`src/rtl/status_display_regs.vh`:
```
`ifndef STATUS_DISPLAY_REGS_VH
`define STATUS_DISPLAY_REGS_VH

// Timing
`define CLK_FREQ_KHZ      50000
`define FRAME_TIME_MS     1000
`define TICK_W            26

// Error fields
`define ERR_NUM_W         7
`define ERR_ID_W          16
`define ERR_TIME_W        32
`define HIST_DEPTH        20
`define HIST_DEPTH_W      6'd20
`define HIST_IDX_W        5
`define HIST_LAST         5'd19

// Character codes fed to the digit encoder
`define CH_W              4
`define CH_0              4'h0
`define CH_2              4'h2
`define CH_3              4'h3
`define CH_4              4'h4
`define CH_5              4'h5
`define CH_6              4'h6
`define CH_8              4'h8
`define CH_E              4'hA
`define CH_R              4'hB
`define CH_DASH           4'hC
`define CH_BLANK          4'hF

// Segment patterns, bit order g f e d c b a, lit = 1
`define SEG_W             7
`define SEG_0             7'h3F
`define SEG_1             7'h06
`define SEG_2             7'h5B
`define SEG_3             7'h4F
`define SEG_4             7'h66
`define SEG_5             7'h6D
`define SEG_6             7'h7D
`define SEG_7             7'h07
`define SEG_8             7'h7F
`define SEG_9             7'h6F
`define SEG_E             7'h79
`define SEG_R             7'h50
`define SEG_DASH          7'h40
`define SEG_BLANK         7'h00

// Error frame states, one-hot
`define FR_W              3
`define FR_BANNER         3'h1
`define FR_NUMBER         3'h2
`define FR_LOCATION       3'h4

`endif

```
`src/rtl/seg_char_encoder.v`:
```
`timescale 1ns/1ns
`include "status_display_regs.vh"

module seg_char_encoder (
	// Character in
	input  wire [`CH_W-1:0]  char_in,
	// Segments out
	output reg  [`SEG_W-1:0] seg_out
);

	always @* begin
		case (char_in)
			4'h0: seg_out = `SEG_0;
			4'h1: seg_out = `SEG_1;
			4'h2: seg_out = `SEG_2;
			4'h3: seg_out = `SEG_3;
			4'h4: seg_out = `SEG_4;
			4'h5: seg_out = `SEG_5;
			4'h6: seg_out = `SEG_6;
			4'h7: seg_out = `SEG_7;
			4'h8: seg_out = `SEG_8;
			4'h9: seg_out = `SEG_9;
			`CH_E: seg_out = `SEG_E;
			`CH_R: seg_out = `SEG_R;
			`CH_DASH: seg_out = `SEG_DASH;
			default: seg_out = `SEG_BLANK;
		endcase
	end

endmodule

```
`src/rtl/status_error_display_sequencer.v`:
```
`timescale 1ns/1ns
`include "status_display_regs.vh"

module status_error_display_sequencer #(
	parameter [`TICK_W-1:0] FRAME_CYCLES = `FRAME_TIME_MS * `CLK_FREQ_KHZ
) (
	// Clock and reset
	input  wire                    sys_clk_in,
	input  wire                    sys_rst_in,
	// Drive state
	input  wire                    init_busy_in,
	input  wire                    dc_link_ok_in,
	input  wire                    stage_ready_in,
	input  wire                    switched_on_in,
	input  wire                    op_enabled_in,
	input  wire                    quick_stop_in,
	input  wire                    fault_reaction_in,
	input  wire                    safe_torque_off_in,
	input  wire                    stage_active_in,
	// Error and warning events
	input  wire                    err_valid_in,
	input  wire                    warn_valid_in,
	input  wire                    err_ack_in,
	input  wire                    supply_reset_only_error_in,
	input  wire                    err_cause_present_in,
	input  wire [`ERR_NUM_W-1:0]   err_number_in,
	input  wire [`ERR_NUM_W-1:0]   err_location_in,
	input  wire [`ERR_ID_W-1:0]    err_cause_in,
	input  wire [`ERR_ID_W-1:0]    err_remedy_in,
	input  wire [`ERR_ID_W-1:0]    err_id_in,
	input  wire [`ERR_ID_W-1:0]    err_comment_in,
	input  wire [`ERR_TIME_W-1:0]  err_time_in,
	// History read
	input  wire [`HIST_IDX_W-1:0]  hist_index_in,
	// Display
	output reg  [`SEG_W-1:0]       seg_tens_out,
	output reg  [`SEG_W-1:0]       seg_ones_out,
	output reg                     dp_tens_out,
	output reg                     dp_ones_out,
	// Error status
	output wire                    error_pending_out,
	output wire                    supply_reset_only_error_out,
	// Diagnostic record
	output reg  [`ERR_ID_W-1:0]    rec_cause_out,
	output reg  [`ERR_ID_W-1:0]    rec_remedy_out,
	output reg  [`ERR_ID_W-1:0]    rec_id_out,
	output reg  [`ERR_NUM_W-1:0]   rec_location_out,
	output reg  [`ERR_TIME_W-1:0]  rec_time_out,
	output reg  [`ERR_ID_W-1:0]    rec_comment_out,
	// History entry
	output reg                     hist_valid_out,
	output reg  [`ERR_NUM_W-1:0]   hist_number_out,
	output reg  [`ERR_NUM_W-1:0]   hist_location_out,
	output wire [`HIST_IDX_W-1:0]  hist_count_out
);

	// Binary 0..99 to two decimal digits; values above 99 show tens as 9
	function [2*`CH_W-1:0] to_decimal;
		input [`ERR_NUM_W-1:0] value;
		reg   [`ERR_NUM_W-1:0] tens;
		reg   [`ERR_NUM_W-1:0] ones;
		begin
			tens       = (value > 7'd99) ? 7'd9 : value / 7'd10;
			ones       = value - tens * 7'd10;
			to_decimal = {tens[`CH_W-1:0], ones[`CH_W-1:0]};
		end
	endfunction

	// Error latch
	reg                   pending_ff;
	reg                   dotted_ff;
	reg [`ERR_NUM_W-1:0]  number_ff;
	reg [`ERR_NUM_W-1:0]  location_ff;
	reg                   nxt_pending;
	reg                   nxt_dotted;
	reg [`ERR_NUM_W-1:0]  nxt_number;
	reg [`ERR_NUM_W-1:0]  nxt_location;
	wire                  relatch;
	wire                  new_error;

	// Dotted error with live cause comes back right after reset release
	assign relatch   = ~pending_ff & err_cause_present_in & supply_reset_only_error_in;
	assign new_error = err_valid_in | relatch;

	always @* begin
		nxt_pending  = pending_ff;
		nxt_dotted   = dotted_ff;
		nxt_number   = number_ff;
		nxt_location = location_ff;
		if (new_error) begin
			// Set wins over a same-cycle acknowledge
			nxt_pending  = 1'b1;
			nxt_dotted   = supply_reset_only_error_in;
			nxt_number   = err_number_in;
			nxt_location = err_location_in;
		end else if (err_ack_in && !dotted_ff) begin
			nxt_pending  = 1'b0;
		end
	end

	always @(posedge sys_clk_in) begin
		if (sys_rst_in) begin
			pending_ff  <= 1'b0;
			dotted_ff   <= 1'b0;
			number_ff   <= 7'h00;
			location_ff <= 7'h00;
		end else begin
			pending_ff  <= nxt_pending;
			dotted_ff   <= nxt_dotted;
			number_ff   <= nxt_number;
			location_ff <= nxt_location;
		end
	end

	assign error_pending_out           = pending_ff;
	assign supply_reset_only_error_out = dotted_ff;

	// One second prescaler and error frame sequencing
	reg [`TICK_W-1:0] tick_cnt_ff;
	reg [`FR_W-1:0]   frame_ff;
	reg [`FR_W-1:0]   nxt_frame;
	reg               blink_ff;
	wire              tick;

	assign tick = (tick_cnt_ff == FRAME_CYCLES - 26'h1);

	always @* begin
		case (frame_ff)
			`FR_BANNER:   nxt_frame = `FR_NUMBER;
			`FR_NUMBER:   nxt_frame = `FR_LOCATION;
			`FR_LOCATION: nxt_frame = `FR_BANNER;
			default:      nxt_frame = `FR_BANNER;
		endcase
	end

	always @(posedge sys_clk_in) begin
		if (sys_rst_in) begin
			tick_cnt_ff <= 26'h0;
			frame_ff    <= `FR_BANNER;
			blink_ff    <= 1'b0;
		end else if (new_error) begin
			// Fresh error always starts on the banner
			tick_cnt_ff <= 26'h0;
			frame_ff    <= `FR_BANNER;
			blink_ff    <= blink_ff;
		end else if (tick) begin
			tick_cnt_ff <= 26'h0;
			frame_ff    <= pending_ff ? nxt_frame : `FR_BANNER;
			blink_ff    <= ~blink_ff;
		end else begin
			tick_cnt_ff <= tick_cnt_ff + 26'h1;
			frame_ff    <= frame_ff;
			blink_ff    <= blink_ff;
		end
	end

	// Character selection
	reg  [`CH_W-1:0]   char_tens;
	reg  [`CH_W-1:0]   char_ones;
	reg                dp_tens;
	reg                dp_ones;
	wire [2*`CH_W-1:0] num_dec;
	wire [2*`CH_W-1:0] loc_dec;
	wire               flash;

	assign num_dec = to_decimal(number_ff);
	assign loc_dec = to_decimal(location_ff);
	// Flash follows the one second tick, so a 2 s period
	assign flash   = stage_active_in & blink_ff;

	always @* begin
		char_tens = `CH_BLANK;
		char_ones = `CH_BLANK;
		dp_tens   = 1'b0;
		dp_ones   = 1'b0;
		if (init_busy_in) begin
			char_tens = `CH_DASH;
			char_ones = `CH_8;
		end else if (pending_ff) begin
			case (frame_ff)
				`FR_NUMBER: begin
					char_tens = num_dec[2*`CH_W-1:`CH_W];
					char_ones = num_dec[`CH_W-1:0];
				end
				`FR_LOCATION: begin
					char_tens = loc_dec[2*`CH_W-1:`CH_W];
					char_ones = loc_dec[`CH_W-1:0];
				end
				default: begin
					char_tens = `CH_E;
					char_ones = `CH_R;
					dp_ones   = dotted_ff;
				end
			endcase
		end else if (fault_reaction_in) begin
			char_tens = `CH_8;
			char_ones = `CH_8;
			dp_ones   = flash;
		end else if (quick_stop_in) begin
			char_tens = `CH_DASH;
			char_ones = `CH_6;
			dp_ones   = flash;
		end else if (op_enabled_in) begin
			char_tens = `CH_8;
			char_ones = `CH_5;
			dp_ones   = flash;
		end else if (switched_on_in) begin
			char_tens = `CH_4;
			dp_ones   = flash;
		end else if (stage_ready_in) begin
			char_tens = `CH_8;
			char_ones = `CH_3;
		end else if (dc_link_ok_in) begin
			char_tens = `CH_5;
			char_ones = `CH_2;
			dp_tens   = 1'b1;
			dp_ones   = safe_torque_off_in;
		end else begin
			char_tens = `CH_5;
			dp_tens   = safe_torque_off_in;
		end
	end

	wire [`SEG_W-1:0] seg_tens;
	wire [`SEG_W-1:0] seg_ones;

	seg_char_encoder u_enc_tens (
		.char_in (char_tens),
		.seg_out (seg_tens)
	);

	seg_char_encoder u_enc_ones (
		.char_in (char_ones),
		.seg_out (seg_ones)
	);

	// Registered display drive
	always @(posedge sys_clk_in) begin
		if (sys_rst_in) begin
			seg_tens_out <= `SEG_8;
			seg_ones_out <= `SEG_8;
			dp_tens_out  <= 1'b0;
			dp_ones_out  <= 1'b0;
		end else begin
			seg_tens_out <= seg_tens;
			seg_ones_out <= seg_ones;
			dp_tens_out  <= dp_tens;
			dp_ones_out  <= dp_ones;
		end
	end

	// Diagnostic record for the latest error or warning
	always @(posedge sys_clk_in) begin
		if (sys_rst_in) begin
			rec_cause_out    <= 16'h0000;
			rec_remedy_out   <= 16'h0000;
			rec_id_out       <= 16'h0000;
			rec_location_out <= 7'h00;
			rec_time_out     <= 32'h0000_0000;
			rec_comment_out  <= 16'h0000;
		end else if (err_valid_in || warn_valid_in) begin
			rec_cause_out    <= err_cause_in;
			rec_remedy_out   <= err_remedy_in;
			rec_id_out       <= err_id_in;
			rec_location_out <= err_location_in;
			rec_time_out     <= err_time_in;
			rec_comment_out  <= err_comment_in;
		end
	end

	// History ring, newest at index 0
	reg [2*`ERR_NUM_W-1:0]  hist_mem [0:`HIST_DEPTH-1];
	reg [`HIST_IDX_W-1:0]   wr_ptr_ff;
	reg [`HIST_IDX_W-1:0]   count_ff;
	reg [`HIST_IDX_W:0]     rd_sum;
	reg [`HIST_IDX_W-1:0]   rd_addr;

	always @* begin
		rd_sum = {1'b0, wr_ptr_ff} + {1'b0, `HIST_LAST} - {1'b0, hist_index_in};
		if (rd_sum >= `HIST_DEPTH_W) begin
			rd_sum = rd_sum - `HIST_DEPTH_W;
		end
		rd_addr = rd_sum[`HIST_IDX_W-1:0];
	end

	always @(posedge sys_clk_in) begin
		if (err_valid_in) begin
			hist_mem[wr_ptr_ff] <= {err_number_in, err_location_in};
		end
	end

	always @(posedge sys_clk_in) begin
		if (sys_rst_in) begin
			wr_ptr_ff <= 5'h00;
			count_ff  <= 5'h00;
		end else if (err_valid_in) begin
			// Oldest entry is overwritten once full
			wr_ptr_ff <= (wr_ptr_ff == `HIST_LAST) ? 5'h00 : wr_ptr_ff + 5'h01;
			count_ff  <= (count_ff == `HIST_DEPTH_W) ? count_ff : count_ff + 5'h01;
		end
	end

	assign hist_count_out = count_ff;

	always @(posedge sys_clk_in) begin
		if (sys_rst_in) begin
			hist_valid_out    <= 1'b0;
			hist_number_out   <= 7'h00;
			hist_location_out <= 7'h00;
		end else begin
			hist_valid_out    <= (hist_index_in < count_ff);
			hist_number_out   <= hist_mem[rd_addr][2*`ERR_NUM_W-1:`ERR_NUM_W];
			hist_location_out <= hist_mem[rd_addr][`ERR_NUM_W-1:0];
		end
	end

endmodule

```
`config.mk`:
```
export PLATFORM = sky130hd
export DESIGN_NAME = status_error_display_sequencer
export DESIGN_NICKNAME = d
export VERILOG_FILES = /design/src/rtl/seg_char_encoder.v /design/src/rtl/status_error_display_sequencer.v
export VERILOG_INCLUDE_DIRS = /design/src /design/src/rtl
export SDC_FILE = /design/constraint.sdc
export NUM_CORES = 1
export LEC_CHECK = 0
export BUFFER_PORTS_ARGS = -buffer_cell sky130_fd_sc_hd__buf_2
export CORE_ASPECT_RATIO = 1.25
export CORE_MARGIN = 2
export CORE_UTILIZATION = 56
export CTS_CLUSTER_SIZE = 16
export DETAILED_ROUTE_END_ITERATION = 7
export GPL_ROUTABILITY_DRIVEN = 0
export PLACE_DENSITY_LB_ADDON = 0.08
export RECOVER_POWER = 100
export SYNTH_ARGS = -nofsm -noshare
export SYNTH_HDL_FRONTEND = slang
export SYNTH_SLANG_ARGS = --single-unit
```
`constraint.sdc`:
```
create_clock -name sys_clk_in -period 4.2 [get_ports sys_clk_in]
set_clock_uncertainty 0.05 [all_clocks]
set_input_delay 0.42 -clock sys_clk_in [delete_from_list [all_inputs] [get_ports sys_clk_in]]
set_output_delay 0.42 -clock sys_clk_in [all_outputs]
set_load 0.02 [all_outputs]
```
==> insert_results.sql, run 1 <==
INSERT INTO impl_metrics (metric_group, metric, value, unit) VALUES
('outcome', 'run_status', 'complete, but fails checks', ''),
('outcome', 'failed_checks', 'capacitance limit, slew limit', ''),
('sta', 'hold_violations', '0', ''),
('clock_tree', 'tritoncts_clock_tree', 'yes', ''),
('clock_tree', 'post_cts.resized_instances', '0', ''),
('sta', 'clock.fmax', '270', 'MHz'),
('detailed_routing', 'postRouteWirelength', '45.9', 'mm'),
('worst_hold_path', 'hold_class', 'input port to flop', ''),
('clock_tree', 'cts_hold_buf', '0', ''),
('cells_and_area', 'finish.instance_area', '21900', 'µm²'),
('cells_and_area', 'fraction_of_final_layout_cells_sized_beyond_drive_strength_1', '15.4', '%'),
('logic_synthesis', 'multiplexer_area_fraction_after_synthesis', '10.3', '%'),
('logic_synthesis', 'async_sr_flop_fraction', '0', '%'),
('die', 'die-height', '210', 'µm'),
('die', 'die_w', '169', 'µm'),
('logic_synthesis', 'synth_top_family_by_area', 'simple AND/OR/NAND/NOR gates', ''),
('clock_tree', 'cts.root.buffer_cell', 'clkbuf_16', ''),
('die', 'effective_utilization_at_floorplan', '56.6', '%'),
('die', 'design.core.area', '33500', 'µm²'),
('logic_synthesis', 'ys_seq_elements', '470', ''),
('run', 'max_cap_viol_count', '5', ''),
('clock_tree', 'htree_levels', '2', ''),
('sta', 'period_minus_slack', '3.71', 'ns'),
('power_and_ir_drop', 'power_density', '488', 'nW/µm²'),
('clock_tree', 'path_clk_slew', '0.06', 'ns'),
('setup_path', 'path_class', 'input port to flop', ''),
('cells_and_area', 'fillers', '2577', ''),
('clock_tree', 'clockBufferDepth', '3', ''),
('global_route', 'grt_pass1_wl', '70.7', 'mm'),
('cells_and_area', 'layout.nets', '1890', ''),
('worst_hold_path', 'holdPathEnd', 'dp_tens_out', ''),
('setup_path', 'timing.rr.start', 'wr_ptr_ff[2]', ''),
('worst_hold_path', 'holdCritStartpoint', 'stage_ready_in', ''),
('logic_synthesis', 'synth_ff_type', 'edfxtp_1', ''),
('logic_synthesis', 'synthAdderAreaFrac', '2.69', '%'),
('power_and_ir_drop', 'post-layout-total-power', '10700', 'µW'),
('cells_and_area', 'layout.area.seq', '12200', 'µm²'),
('placement', 'port-buffer-count', '271', ''),
('logic_synthesis', 'netlist.top_cell.by_area', 'edfxtp_1', ''),
('power_and_ir_drop', 'ir_drop_worst_case_vdd', '0.000332', 'V'),
('global_route', 'number_of_antenna_violations_at_the_first_check_in_global_routing', '2', ''),
('detailed_routing', 'vias_per_cell', '5.70', ''),
('die', 'core.rowCount', '75', ''),
('logic_synthesis', 'post_synth_and_or_nand_nor_area_fraction', '10.6', '%'),
('logic_synthesis', 'seq_area_frac_synth', '64.4', '%'),
('logic_synthesis', 'synth_cells', '1477', ''),
('sta', 'slew_viol_final', '259', ''),
('global_route', 'grt_start_max_net_pins', '96', ''),
('cells_and_area', 'antennaDiodeCount', '0', ''),
('global_route', 'number_of_global_route_vias_before_repair', '12500', ''),
('logic_synthesis', 'synthXorXnorAreaFrac', '1.62', '%'),
('detailed_routing', 'wl_per_cell', '21.1', 'µm'),
('clock_tree', 'number_of_clock_sinks', '470', ''),
('logic_synthesis', 'synth-edff-count', '280', ''),
('setup_path', 'regToRegSetupSlack', '0.50', 'ns'),
('clock_tree', 'cts_post_setup_buffers_inserted', '0', ''),
('sta', 'min_period_over_period', '88.3', '%'),
('power_and_ir_drop', 'p_leak', '0.00789', 'µW'),
('setup_path', 'reg2reg_to', 'hist_number_out[5]', ''),
('logic_synthesis', 'ys_types', '58', ''),
('sta', 'grt_setup_unrepaired', 'no', ''),
('setup_path', 'largest_driver_fanout_on_the_critical_path', '95', ''),
('logic_synthesis', 'syn-cell-area', '19000', 'µm²'),
('detailed_routing', 'final_antenna_net_count', '0', ''),
('placement', 'post_dp_hpwl', '30.5', 'mm'),
('sta', 'slew-limit-headroom', '-103', '%'),
('placement', 'postPlaceCellArea', '20600', 'µm²'),
('setup_path', 'crit_end_category', 'flop', ''),
('worst_hold_path', 'worstHoldPathCells', '2', ''),
('detailed_routing', 'routed-via-count', '12400', ''),
('setup_path', 'critical_path_required', '4.50', 'ns');
## layout make-up
type	instances	area share (%)
repair buffers	280	5.69
inverters	49	0.839
clock inverters	21	1.43
multi-input cells	874	28.4
well taps	423	2.41
clock buffers	61	5.55
flip-flops and latches	470	55.7
## Yosys cell counts, types with 7 or more instances
library cell,instances
nor2_1,55
nor3_1,23
and2_1,21
ha_1,36
and3_1,9
a21oi_1,140
o221ai_1,15
dfxtp_1,190
xor2_1,20
or3_1,7
inv_1,48
nand4_1,11
edfxtp_1,280
clkbuf_1,64
nand2b_1,10
o21ai_0,23
o21a_1,8
mux4_2,70
nand3_1,27
mux2i_1,37
nor2b_1,9
xnor2_1,15
nand2_1,265
## report_power, final
| group | total (µW) | switching, µW | internal (µW) | leakage, µW |
|---|---|---|---|---|
| sequential | 5140 | 96.1 | 5040 | 0.00409 |
| clock | 4190 | 1710 | 2480 | 0.000718 |
| combinational | 1370 | 830 | 541 | 0.00308 |
| total | 10700 | 2640 | 8060 | 0.00789 |
## stage by stage
step | hold slack (ns) | setup WS, ns | instances
after CTS | 0.0290 | 0.637 | 2178
after global placement | 0.385 | 0.801 | 2096
after detailed placement | 0.391 | 0.559 | 2096
after floorplan | 0.382 | 1.04 | 1477
final | 0.0471 | 0.492 | 2178
after global routing | 0.0318 | 0.185 | 2178
## metal layers
metal / up-vias / wire [µm] / global-route usage (%)
li1: 5822 / - / -
met1: 6121 / 18000 / 32.3
met2: 409 / 24000 / 46.4
met3: 67 / 2760 / 5.00
met4: 4 / 1040 / 6.84
met5: - / 27 / 0
## cells by family (layout without fill, tap and decap cells)
logic type | Yosys count | after routing
DFF | 470 | 470
and+or+nand+nor | 454 | 454
AOI/OAI and AO/OA | 238 | 238
buffers and inverters | 133 | 411
muxes | 108 | 108
adders and majority gates | 39 | 39
xor gates and xnor gates | 35 | 35
## registers in the layout (all words and copies together) (netlist names), 5 cells and up
register           flops
hist_count_out         5
hist_location_out      7
hist_mem             280
hist_number_out        7
location_ff            7
number_ff              7
rec_cause_out         16
rec_comment_out       16
rec_id_out            16
rec_location_out       7
rec_remedy_out        16
rec_time_out          32
seg_ones_out           7
seg_tens_out           7
tick_cnt_ff           26
wr_ptr_ff              5
## critical path: stages
cell      delay, ns
clkbuf_2       0.31
clkbuf_1       1.47
clkbuf_2       1.60
nor3_1         0.15
## worst max-delay path by stage
stage                                start  cells past startpoint              endpoint
after global routing          wr_ptr_ff[2]                     13  hist_location_out[2]
after global placement        number_ff[2]                     13       seg_ones_out[0]
after detailed placement  hist_index_in[1]                     14    hist_number_out[2]
after CTS                     wr_ptr_ff[2]                     11    hist_number_out[2]
final                           sys_rst_in                      4          wr_ptr_ff[0]
after floorplan             location_ff[2]                     14       seg_ones_out[0]
## layout by cell type (no fill, tap or decap), types with 10 or more instances in the layout
| master | instances |
|---|---|
| nand2b_1 | 10 |
| o221ai_1 | 15 |
| and2_0 | 21 |
| nor2_1 | 54 |
| nand3_1 | 27 |
| clkbuf_16 | 46 |
| xor2_1 | 20 |
| nand4_1 | 11 |
| nand2_1 | 265 |
| ha_1 | 34 |
| buf_2 | 114 |
| a21oi_1 | 142 |
| mux2i_1 | 37 |
| dfxtp_1 | 190 |
| xnor2_1 | 15 |
| o21ai_0 | 25 |
| inv_1 | 48 |
| nor3_1 | 23 |
| mux4_2 | 70 |
| clkbuf_1 | 171 |
| edfxtp_1 | 280 |
Power figures use the tool's default switching activity.
==> run 2: changes to the inputs <==
--- a/config.mk
+++ b/config.mk
@@ -10,11 +10,12 @@
 export CORE_ASPECT_RATIO = 1.25
 export CORE_MARGIN = 2
 export CORE_UTILIZATION = 56
-export CTS_CLUSTER_SIZE = 16
+export CTS_CLUSTER_SIZE = 10
 export DETAILED_ROUTE_END_ITERATION = 7
 export GPL_ROUTABILITY_DRIVEN = 0
 export PLACE_DENSITY_LB_ADDON = 0.08
 export RECOVER_POWER = 100
 export SYNTH_ARGS = -nofsm -noshare
 export SYNTH_HDL_FRONTEND = slang
+export SYNTH_HIERARCHICAL = 1
 export SYNTH_SLANG_ARGS = --single-unit
==> run 2 against run 1 <==
Effect of this change: the flow still finishes with violations (capacitance limit, slew limit); total power decreased by 1.2%; setup slack got worse by 0.11 ns; routed wire length decreased by 10%; largest cell class unchanged; highest routed layer is now met4.
==> insert_results.sql, run 2 <==
INSERT INTO impl_metrics (metric_group, metric, value, unit) VALUES
('global_route', 'total_global_route_track_usage', '23.5', '%'),
('setup_path', 'critical_path_required', '4.63', 'ns'),
('logic_synthesis', 'ys_seq_elements', '470', ''),
('clock_tree', 'skew_pair_late_insertion_delay', '0.58', 'ns'),
('clock_tree', 'cts_hold_buf', '0', ''),
('logic_synthesis', 'syn_avg_cell_area', '12.8', 'µm²'),
('setup_path', 'worstSetupStartpoint', 'wr_ptr_ff[2]', ''),
('run', 'max_cap_viol_count', '2', ''),
('global_route', 'number_of_global_route_vias_before_repair', '12400', ''),
('detailed_routing', 'drcViolationCount', '0', ''),
('sta', 'clock.fmax', '262', 'MHz'),
('sta', 'period_minus_slack', '3.82', 'ns'),
('cells_and_area', 'number_of_flip_flops_in_the_largest_register', '280', ''),
('logic_synthesis', 'ys_types', '69', ''),
('setup_path', 'largest_driver_fanout_on_the_critical_path', '14', ''),
('setup_path', 'regToRegSetupSlack', '0.38', 'ns'),
('clock_tree', 'htree_levels', '2', ''),
('clock_tree', 'number_of_clock_sinks', '470', ''),
('global_route', 'grt_pass1_wl', '66.1', 'mm'),
('logic_synthesis', 'synth_ff_type', 'edfxtp_1', ''),
('sta', 'slew-limit-headroom', '-109', '%'),
('die', 'die_area', '35400', 'µm²'),
('worst_hold_path', 'holdCritStartpoint', 'err_time_in[29]', ''),
('cells_and_area', 'syn_to_final_growth', '15.5', '%'),
('logic_synthesis', 'synth_cells', '1482', ''),
('placement', 'postPlaceCellArea', '20700', 'µm²'),
('detailed_routing', 'routed-via-count', '12100', ''),
('power_and_ir_drop', 'switching_share', '24.9', '%'),
('setup_path', 'crit_chain', 'inv_1 > ha_1 > fa_1 > xnor2_1 > inv_1 > ha_1 > nand2_1 > nand2_1 > a21boi_1 > mux2i_2 > buf_4 > o22ai_1 > o31ai_1', ''),
('power_and_ir_drop', 'p_int', '7940', 'µW'),
('setup_path', 'worst_setup_sp_type', 'flop', ''),
('power_and_ir_drop', 'pwr-share-seq', '48.6', '%'),
('setup_path', 'timing.rr.start', 'wr_ptr_ff[2]', ''),
('cells_and_area', 'fraction_of_final_layout_cells_sized_beyond_drive_strength_1', '16.7', '%'),
('sta', 'slew_viol_final', '163', ''),
('setup_path', 'crit_end_category', 'flop', ''),
('setup_path', 'cp_slowest_cell', 'a21boi_1', ''),
('worst_hold_path', 'holdPathEnd', 'rec_time_out[29]', ''),
('clock_tree', 'post_cts.resized_instances', '0', ''),
('clock_tree', 'path_clk_slew', '0.06', 'ns'),
('die', 'core.rowCount', '75', ''),
('power_and_ir_drop', 'p_leak', '0.00777', 'µW'),
('setup_path', 'reg2reg_to', 'hist_number_out[1]', ''),
('clock_tree', 'number_of_buffers_inserted_during_clock_tree_synthesis', '53', ''),
('logic_synthesis', 'syn-num-nets', '1652', ''),
('cells_and_area', 'layout.nets', '1908', ''),
('logic_synthesis', 'yosysWarnings', '6', ''),
('die', 'effective_utilization_at_floorplan', '56.7', '%'),
('setup_path', 'path_class', 'flop to flop', ''),
('clock_tree', 'cts.root.buffer_cell', 'clkbuf_16', ''),
('detailed_routing', 'drt_iter0_markers', '872', ''),
('die', 'die_w', '169', 'µm'),
('sta', 'min_period_over_period', '91.0', '%'),
('worst_hold_path', 'worstHoldPathCells', '3', ''),
('detailed_routing', 'vias_per_cell', '5.53', ''),
('logic_synthesis', 'synth_area_leaders', 'edfxtp_1 44%, dfxtp_1 20%, mux4_2 8.3%, nand2_1 5.2%, a21oi_1 3.8%', ''),
('placement', 'port-buffer-count', '271', ''),
('sta', 'tightest_slew', '3.14', 'ns'),
('worst_hold_path', 'hold_class', 'input port to flop', ''),
('cells_and_area', 'finish.instance_area', '21900', 'µm²'),
('die', 'design.core.area', '33500', 'µm²'),
('logic_synthesis', 'synth_top_area_share', '44.3', '%'),
('detailed_routing', 'dr.pass1.iters', '7', ''),
('logic_synthesis', 'async_sr_flop_fraction', '0', '%'),
('power_and_ir_drop', 'power_density', '482', 'nW/µm²'),
('logic_synthesis', 'cell_with_the_most_instances_after_synthesis', 'edfxtp_1', ''),
('setup_path', 'cpPeakStageDelay', '0.50', 'ns'),
('cells_and_area', 'layout.cells.most_common_list', '280 x edfxtp_1, 261 x nand2_1, 190 x dfxtp_1, 187 x clkbuf_1, 144 x a21oi_1', ''),
('setup_path', 'r2r_cells', '13', ''),
('clock_tree', 'tritoncts_clock_tree', 'yes', ''),
('detailed_routing', 'wl_per_cell', '18.7', 'µm'),
('global_route', 'grt_remaining_overflow', '0', ''),
('logic_synthesis', 'netlist.top_cell.by_area', 'edfxtp_1', ''),
('power_and_ir_drop', 'switchingPower', '2630', 'µW'),
('clock_tree', 'cts_post_setup_buffers_inserted', '0', ''),
('detailed_routing', 'final_antenna_net_count', '0', ''),
('cells_and_area', 'max_flop_register', 'hist_mem', ''),
('global_route', 'number_of_antenna_violations_at_the_first_check_in_global_routing', '1', ''),
('power_and_ir_drop', 'clock_power_share', '38.5', '%'),
('power_and_ir_drop', 'combinationalPowerShare', '13.0', '%'),
('outcome', 'run_status', 'complete, but fails checks', ''),
('die', 'die-height', '210', 'µm'),
('die', 'num_io_pins', '272', ''),
('sta', 'setup-violations-final', '0', ''),
('logic_synthesis', 'syn-cell-area', '19000', 'µm²'),
('power_and_ir_drop', 'ir_drop_worst_case_vdd', '0.000362', 'V'),
('outcome', 'failed_checks', 'capacitance limit, slew limit', ''),
('sta', 'hold_violations', '0', ''),
('logic_synthesis', 'seq_area_frac_synth', '64.3', '%'),
('setup_path', 'worstPathArrival', '4.25', 'ns'),
('placement', 'post_dp_hpwl', '27.1', 'mm'),
('global_route', 'grt_start_max_net_pins', '86', ''),
('cells_and_area', 'reg.largest.list', 'hist_mem (280), rec_time_out (32), tick_cnt_ff (26)', ''),
('sta', 'setup_tns', '0', 'ns'),
('logic_synthesis', 'synth.top_cells.by_count', '280 x edfxtp_1, 261 x nand2_1, 190 x dfxtp_1, 143 x a21oi_1, 70 x mux4_2', ''),
('logic_synthesis', 'synth-edff-count', '280', ''),
('cells_and_area', 'final_common_cell', 'edfxtp_1', ''),
('clock_tree', 'clockBufferDepth', '3', ''),
('sta', 'grt_setup_unrepaired', 'no', ''),
('detailed_routing', 'postRouteWirelength', '41.1', 'mm');
run 2: changes by cell type in the layout (fill, tap and decap cells not counted), sizes merged, moves of 7 or more:
cell      before  now
o22ai          1   32
mux2i         37    7
clkbuf       221  243
nand3         27   11
nand2b        10   25
o221ai        15    0
o31ai          2   14
or2            3   15
nor3          23   12
nor2          55   65
bufinv         7    0
clkinvlp       7    0
run 2: final cells by class:
type                            instances  area (µm²)
Antenna cell                            1        2.50
Clock buffer                           84        1450
Multi-Input combinational cell        879        6210
Inverter                               51         191
Timing Repair Buffer                  283        1280
Sequential cell                       470       12200
Clock inverter                          4        50.0
Tap cell                              423         529
Fill cell                            2599       11600
run 2: worst max-delay path by stage:
stage                           end  slack (ns)
5_1_grt          rec_remedy_out[10]        0.07
3_3_place_gp        seg_ones_out[4]        0.53
6_report         hist_number_out[1]        0.38
4_1_cts             seg_ones_out[4]        0.42
2_1_floorplan  hist_location_out[0]        0.94
3_5_place_dp        seg_ones_out[4]        0.44
run 2: routing by layer:
metal / vias to the layer above / wire length (µm) / track usage (%)
met5: - / 0 / 0
met4: 0 / 929 / 6.69
met3: 70 / 2240 / 4.43
met2: 336 / 21200 / 41.7
met1: 5900 / 16700 / 29.5
li1: 5838 / - / -
run 2: stage by stage:
stage / hold WS (ns) / util (%) / power, µW / std cells / setup slack (ns)
detailed placement: 0.390 / 61.7 / 6640 / 2106 / 0.437
global placement: 0.378 / 61.7 / 6610 / 2106 / 0.531
floorplan: 0.368 / - / 6170 / 1482 / 0.936
CTS: 0.0158 / 66.2 / 10700 / 2194 / 0.422
finish: 0.0402 / 65.5 / 10600 / 2195 / 0.380
global route: 0.0245 / 65.5 / 11000 / 2194 / 0.0734
run 2: power by group through the flow:
stage / sequential [µW] / combinational, µW / clock [µW]
final: 5130 / 1370 / 4070
after detailed placement: 5220 / 1420 / 0
after CTS: 5130 / 1420 / 4150
after global placement: 5220 / 1390 / 0
after global routing: 5150 / 1500 / 4320
after floorplan: 5340 / 826 / 0
run 2: worst max-delay path, delay by kind of cell, from the launching register on:
kind | cells | cell delay, ns
xor gates and xnor gates | 1 | 0.42
adders and majority gates | 3 | 1.00
muxes | 1 | 0.27
and+or+nand+nor | 2 | 0.11
AOI/OAI and AO/OA | 3 | 0.88
buffers and inverters | 3 | 0.52
DFF | 1 | 0.48
run 2: cells by family after synthesis:
family | share of synthesized area, %
flops | 64.3
simple gates | 11.1
compound gates | 8.40
buf+inv | 2.94
mux | 8.81
fa+ha+maj | 2.69
xor+xnor | 1.75
==> run 3: changes to the inputs <==
--- a/config.mk
+++ b/config.mk
@@ -9,11 +9,11 @@
 export BUFFER_PORTS_ARGS = -buffer_cell sky130_fd_sc_hd__buf_2
 export CORE_ASPECT_RATIO = 1.25
 export CORE_MARGIN = 2
-export CORE_UTILIZATION = 56
+export CORE_UTILIZATION = 37
 export CTS_CLUSTER_SIZE = 10
 export DETAILED_ROUTE_END_ITERATION = 7
 export GPL_ROUTABILITY_DRIVEN = 0
-export PLACE_DENSITY_LB_ADDON = 0.08
+export PLACE_DENSITY = 0.67
 export RECOVER_POWER = 100
 export SYNTH_ARGS = -nofsm -noshare
 export SYNTH_HDL_FRONTEND = slang
==> run 3 against run 2 <==
Effect of this change: the run still ends with capacitance limit, slew limit left; highest routed layer unchanged; final area up 5.2%; critical endpoint is now hist_number_out[2]; sequential cell count unchanged; register-to-register slack got worse by 0.06 ns.
==> insert_results.sql, run 3 (synthesis results as in run 2) <==
INSERT INTO impl_metrics (metric_group, metric, value, unit) VALUES
('outcome', 'run_status', 'complete, but fails checks', ''),
('outcome', 'failed_checks', 'capacitance limit, slew limit', ''),
('clock_tree', 'clockBufferDepth', '3', ''),
('sta', 'min_period_over_period', '92.4', '%'),
('cells_and_area', 'layout.nets', '1993', ''),
('global_route', 'grt_start_max_net_pins', '104', ''),
('sta', 'slew_viol_final', '257', ''),
('placement', 'port-buffer-count', '271', ''),
('clock_tree', 'tritoncts_clock_tree', 'yes', ''),
('detailed_routing', 'drcViolationCount', '0', ''),
('clock_tree', 'number_of_clock_sinks', '470', ''),
('cells_and_area', 'reg.largest.list', 'hist_mem (280), rec_time_out (32), tick_cnt_ff (26)', ''),
('setup_path', 'cpPeakStageDelay', '0.52', 'ns'),
('global_route', 'number_of_antenna_violations_at_the_first_check_in_global_routing', '0', ''),
('power_and_ir_drop', 'ir_drop_worst_case_vdd', '0.000319', 'V'),
('detailed_routing', 'final_antenna_net_count', '0', ''),
('cells_and_area', 'layout.cells.most_common_list', '280 x edfxtp_1, 261 x nand2_1, 190 x dfxtp_1, 189 x clkbuf_1, 144 x a21oi_1', ''),
('sta', 'grt_setup_unrepaired', 'no', ''),
('setup_path', 'worstPathArrival', '4.31', 'ns'),
('cells_and_area', 'final_common_cell', 'edfxtp_1', ''),
('detailed_routing', 'vias_per_cell', '5.05', ''),
('clock_tree', 'post_cts.resized_instances', '0', ''),
('sta', 'clock.fmax', '258', 'MHz'),
('clock_tree', 'htree_levels', '2', ''),
('detailed_routing', 'drt_iter0_markers', '729', ''),
('cells_and_area', 'fraction_of_final_layout_cells_sized_beyond_drive_strength_1', '16.1', '%'),
('detailed_routing', 'routed-via-count', '12700', ''),
('clock_tree', 'cts.root.buffer_cell', 'clkbuf_16', ''),
('setup_path', 'path_class', 'flop to flop', ''),
('sta', 'hold_violations', '0', ''),
('setup_path', 'largest_driver_fanout_on_the_critical_path', '14', ''),
('global_route', 'total_global_route_track_usage', '16.8', '%'),
('global_route', 'number_of_global_route_vias_before_repair', '13000', ''),
('die', 'effective_utilization_at_floorplan', '37.6', '%'),
('power_and_ir_drop', 'power_density', '464', 'nW/µm²'),
('cells_and_area', 'antennaDiodeCount', '0', ''),
('cells_and_area', 'max_flop_register', 'hist_mem', ''),
('setup_path', 'crit_chain', 'inv_1 > ha_1 > fa_1 > xnor2_1 > inv_1 > ha_1 > nand2_1 > nand2_1 > a21boi_1 > mux2i_2 > clkbuf_2 > o22ai_1 > o31ai_1', ''),
('detailed_routing', 'postRouteWirelength', '44.5', 'mm'),
('cells_and_area', 'number_of_flip_flops_in_the_largest_register', '280', ''),
('placement', 'postPlaceCellArea', '21000', 'µm²'),
('die', 'die_area', '53200', 'µm²'),
('global_route', 'grt_remaining_overflow', '0', ''),
('die', 'die_w', '207', 'µm'),
('run', 'max_cap_viol_count', '3', ''),
('detailed_routing', 'wl_per_cell', '17.7', 'µm'),
('die', 'design.core.area', '50500', 'µm²'),
('cells_and_area', 'postLayoutCoreUtil', '45.7', '%'),
('die', 'num_io_pins', '272', ''),
('placement', 'post_dp_hpwl', '28.9', 'mm'),
('sta', 'setup_tns', '0', 'ns'),
('sta', 'slew-limit-headroom', '-105', '%'),
('power_and_ir_drop', 'p_leak', '0.00813', 'µW'),
('detailed_routing', 'dr.pass1.iters', '7', ''),
('cells_and_area', 'syn_to_final_growth', '21.5', '%'),
('cells_and_area', 'fillers', '4482', ''),
('sta', 'tightest_slew', '3.07', 'ns'),
('clock_tree', 'skew_pair_late_insertion_delay', '0.59', 'ns'),
('die', 'core.rowCount', '92', ''),
('worst_hold_path', 'hold_class', 'input port to flop', ''),
('sta', 'hold-worst-slack', '0.0434', 'ns'),
('global_route', 'grt_pass1_wl', '70.8', 'mm'),
('sta', 'setup-violations-final', '0', ''),
('cells_and_area', 'finish.instance_area', '23100', 'µm²'),
('die', 'die-height', '257', 'µm'),
('clock_tree', 'number_of_buffers_inserted_during_clock_tree_synthesis', '53', ''),
('setup_path', 'worst_setup_sp_type', 'flop', ''),
('clock_tree', 'path_clk_slew', '0.06', 'ns'),
('setup_path', 'critical_path_required', '4.62', 'ns'),
('setup_path', 'cp_slowest_cell', 'a21boi_1', ''),
('setup_path', 'crit_end_category', 'flop', ''),
('sta', 'period_minus_slack', '3.88', 'ns');
==> run 3: worst max-delay path, delay by kind of cell (launching register included) <==
family          cells  cell delay, ns
flops               1            0.47
xor+xnor            1            0.32
simple gates        2            0.10
buf+inv             3            0.60
compound gates      3            0.96
fa+ha+maj           3            1.00
mux                 1            0.27
==> run 3: where the power goes <==
| part | switching, µW | internal (µW) | total (µW) |
|---|---|---|---|
| Combinational | 839 | 596 | 1430 |
| Clock | 1760 | 2370 | 4130 |
| Sequential | 97.6 | 5040 | 5140 |
| Total | 2700 | 8010 | 10700 |
==> run 3: final cells by class <==
type                    instances  area (µm²)  area share [%]
clock buffers                  86        1470            6.37
flip-flops and latches        470       12200            52.9
inverters                      51         191           0.830
clock inverters                 4        46.3           0.201
well taps                     658         823            3.57
multi-input cells             879        6220            27.0
repair buffers                368        2110            9.16
==> run 3: worst paths after layout <==
| check | cells past startpoint | slack, ns | from | end |
|---|---|---|---|---|
| worst min-delay path | 3 | 0.04 | err_cause_in[7] | rec_cause_out[7] |
| worst max register to register | 13 | 0.32 | wr_ptr_ff[2] | hist_number_out[2] |
| worst min register to register | 1 | 0.40 | tick_cnt_ff[0] | tick_cnt_ff[0] |
| worst max-delay path | 13 | 0.32 | wr_ptr_ff[2] | hist_number_out[2] |
==> run 3: repair_timing <==
item	CTS	global route
hold buffers	84	0
hold endpoints to repair	84	0
buffers inserted	0	0
==> run 3: metrics by stage <==
step | worst slack (ns) | total power, µW | instances
after floorplan | 0.936 | 6170 | 1482
after global placement | 0.593 | 6620 | 2342
after detailed placement | 0.406 | 6660 | 2342
after CTS | 0.391 | 10900 | 2516
after global routing | 0.0185 | 11100 | 2516
final | 0.318 | 10700 | 2516
==> run 3: metal layers <==
layer / share of wire (%) / vias to the layer above / global-route usage (%)
met5: 0 / - / 0
met4: 2.6 / 0 / 5.44
met3: 5.9 / 88 / 3.90
met2: 51 / 373 / 29.3
met1: 41 / 6232 / 20.3
li1: - / 6013 / -
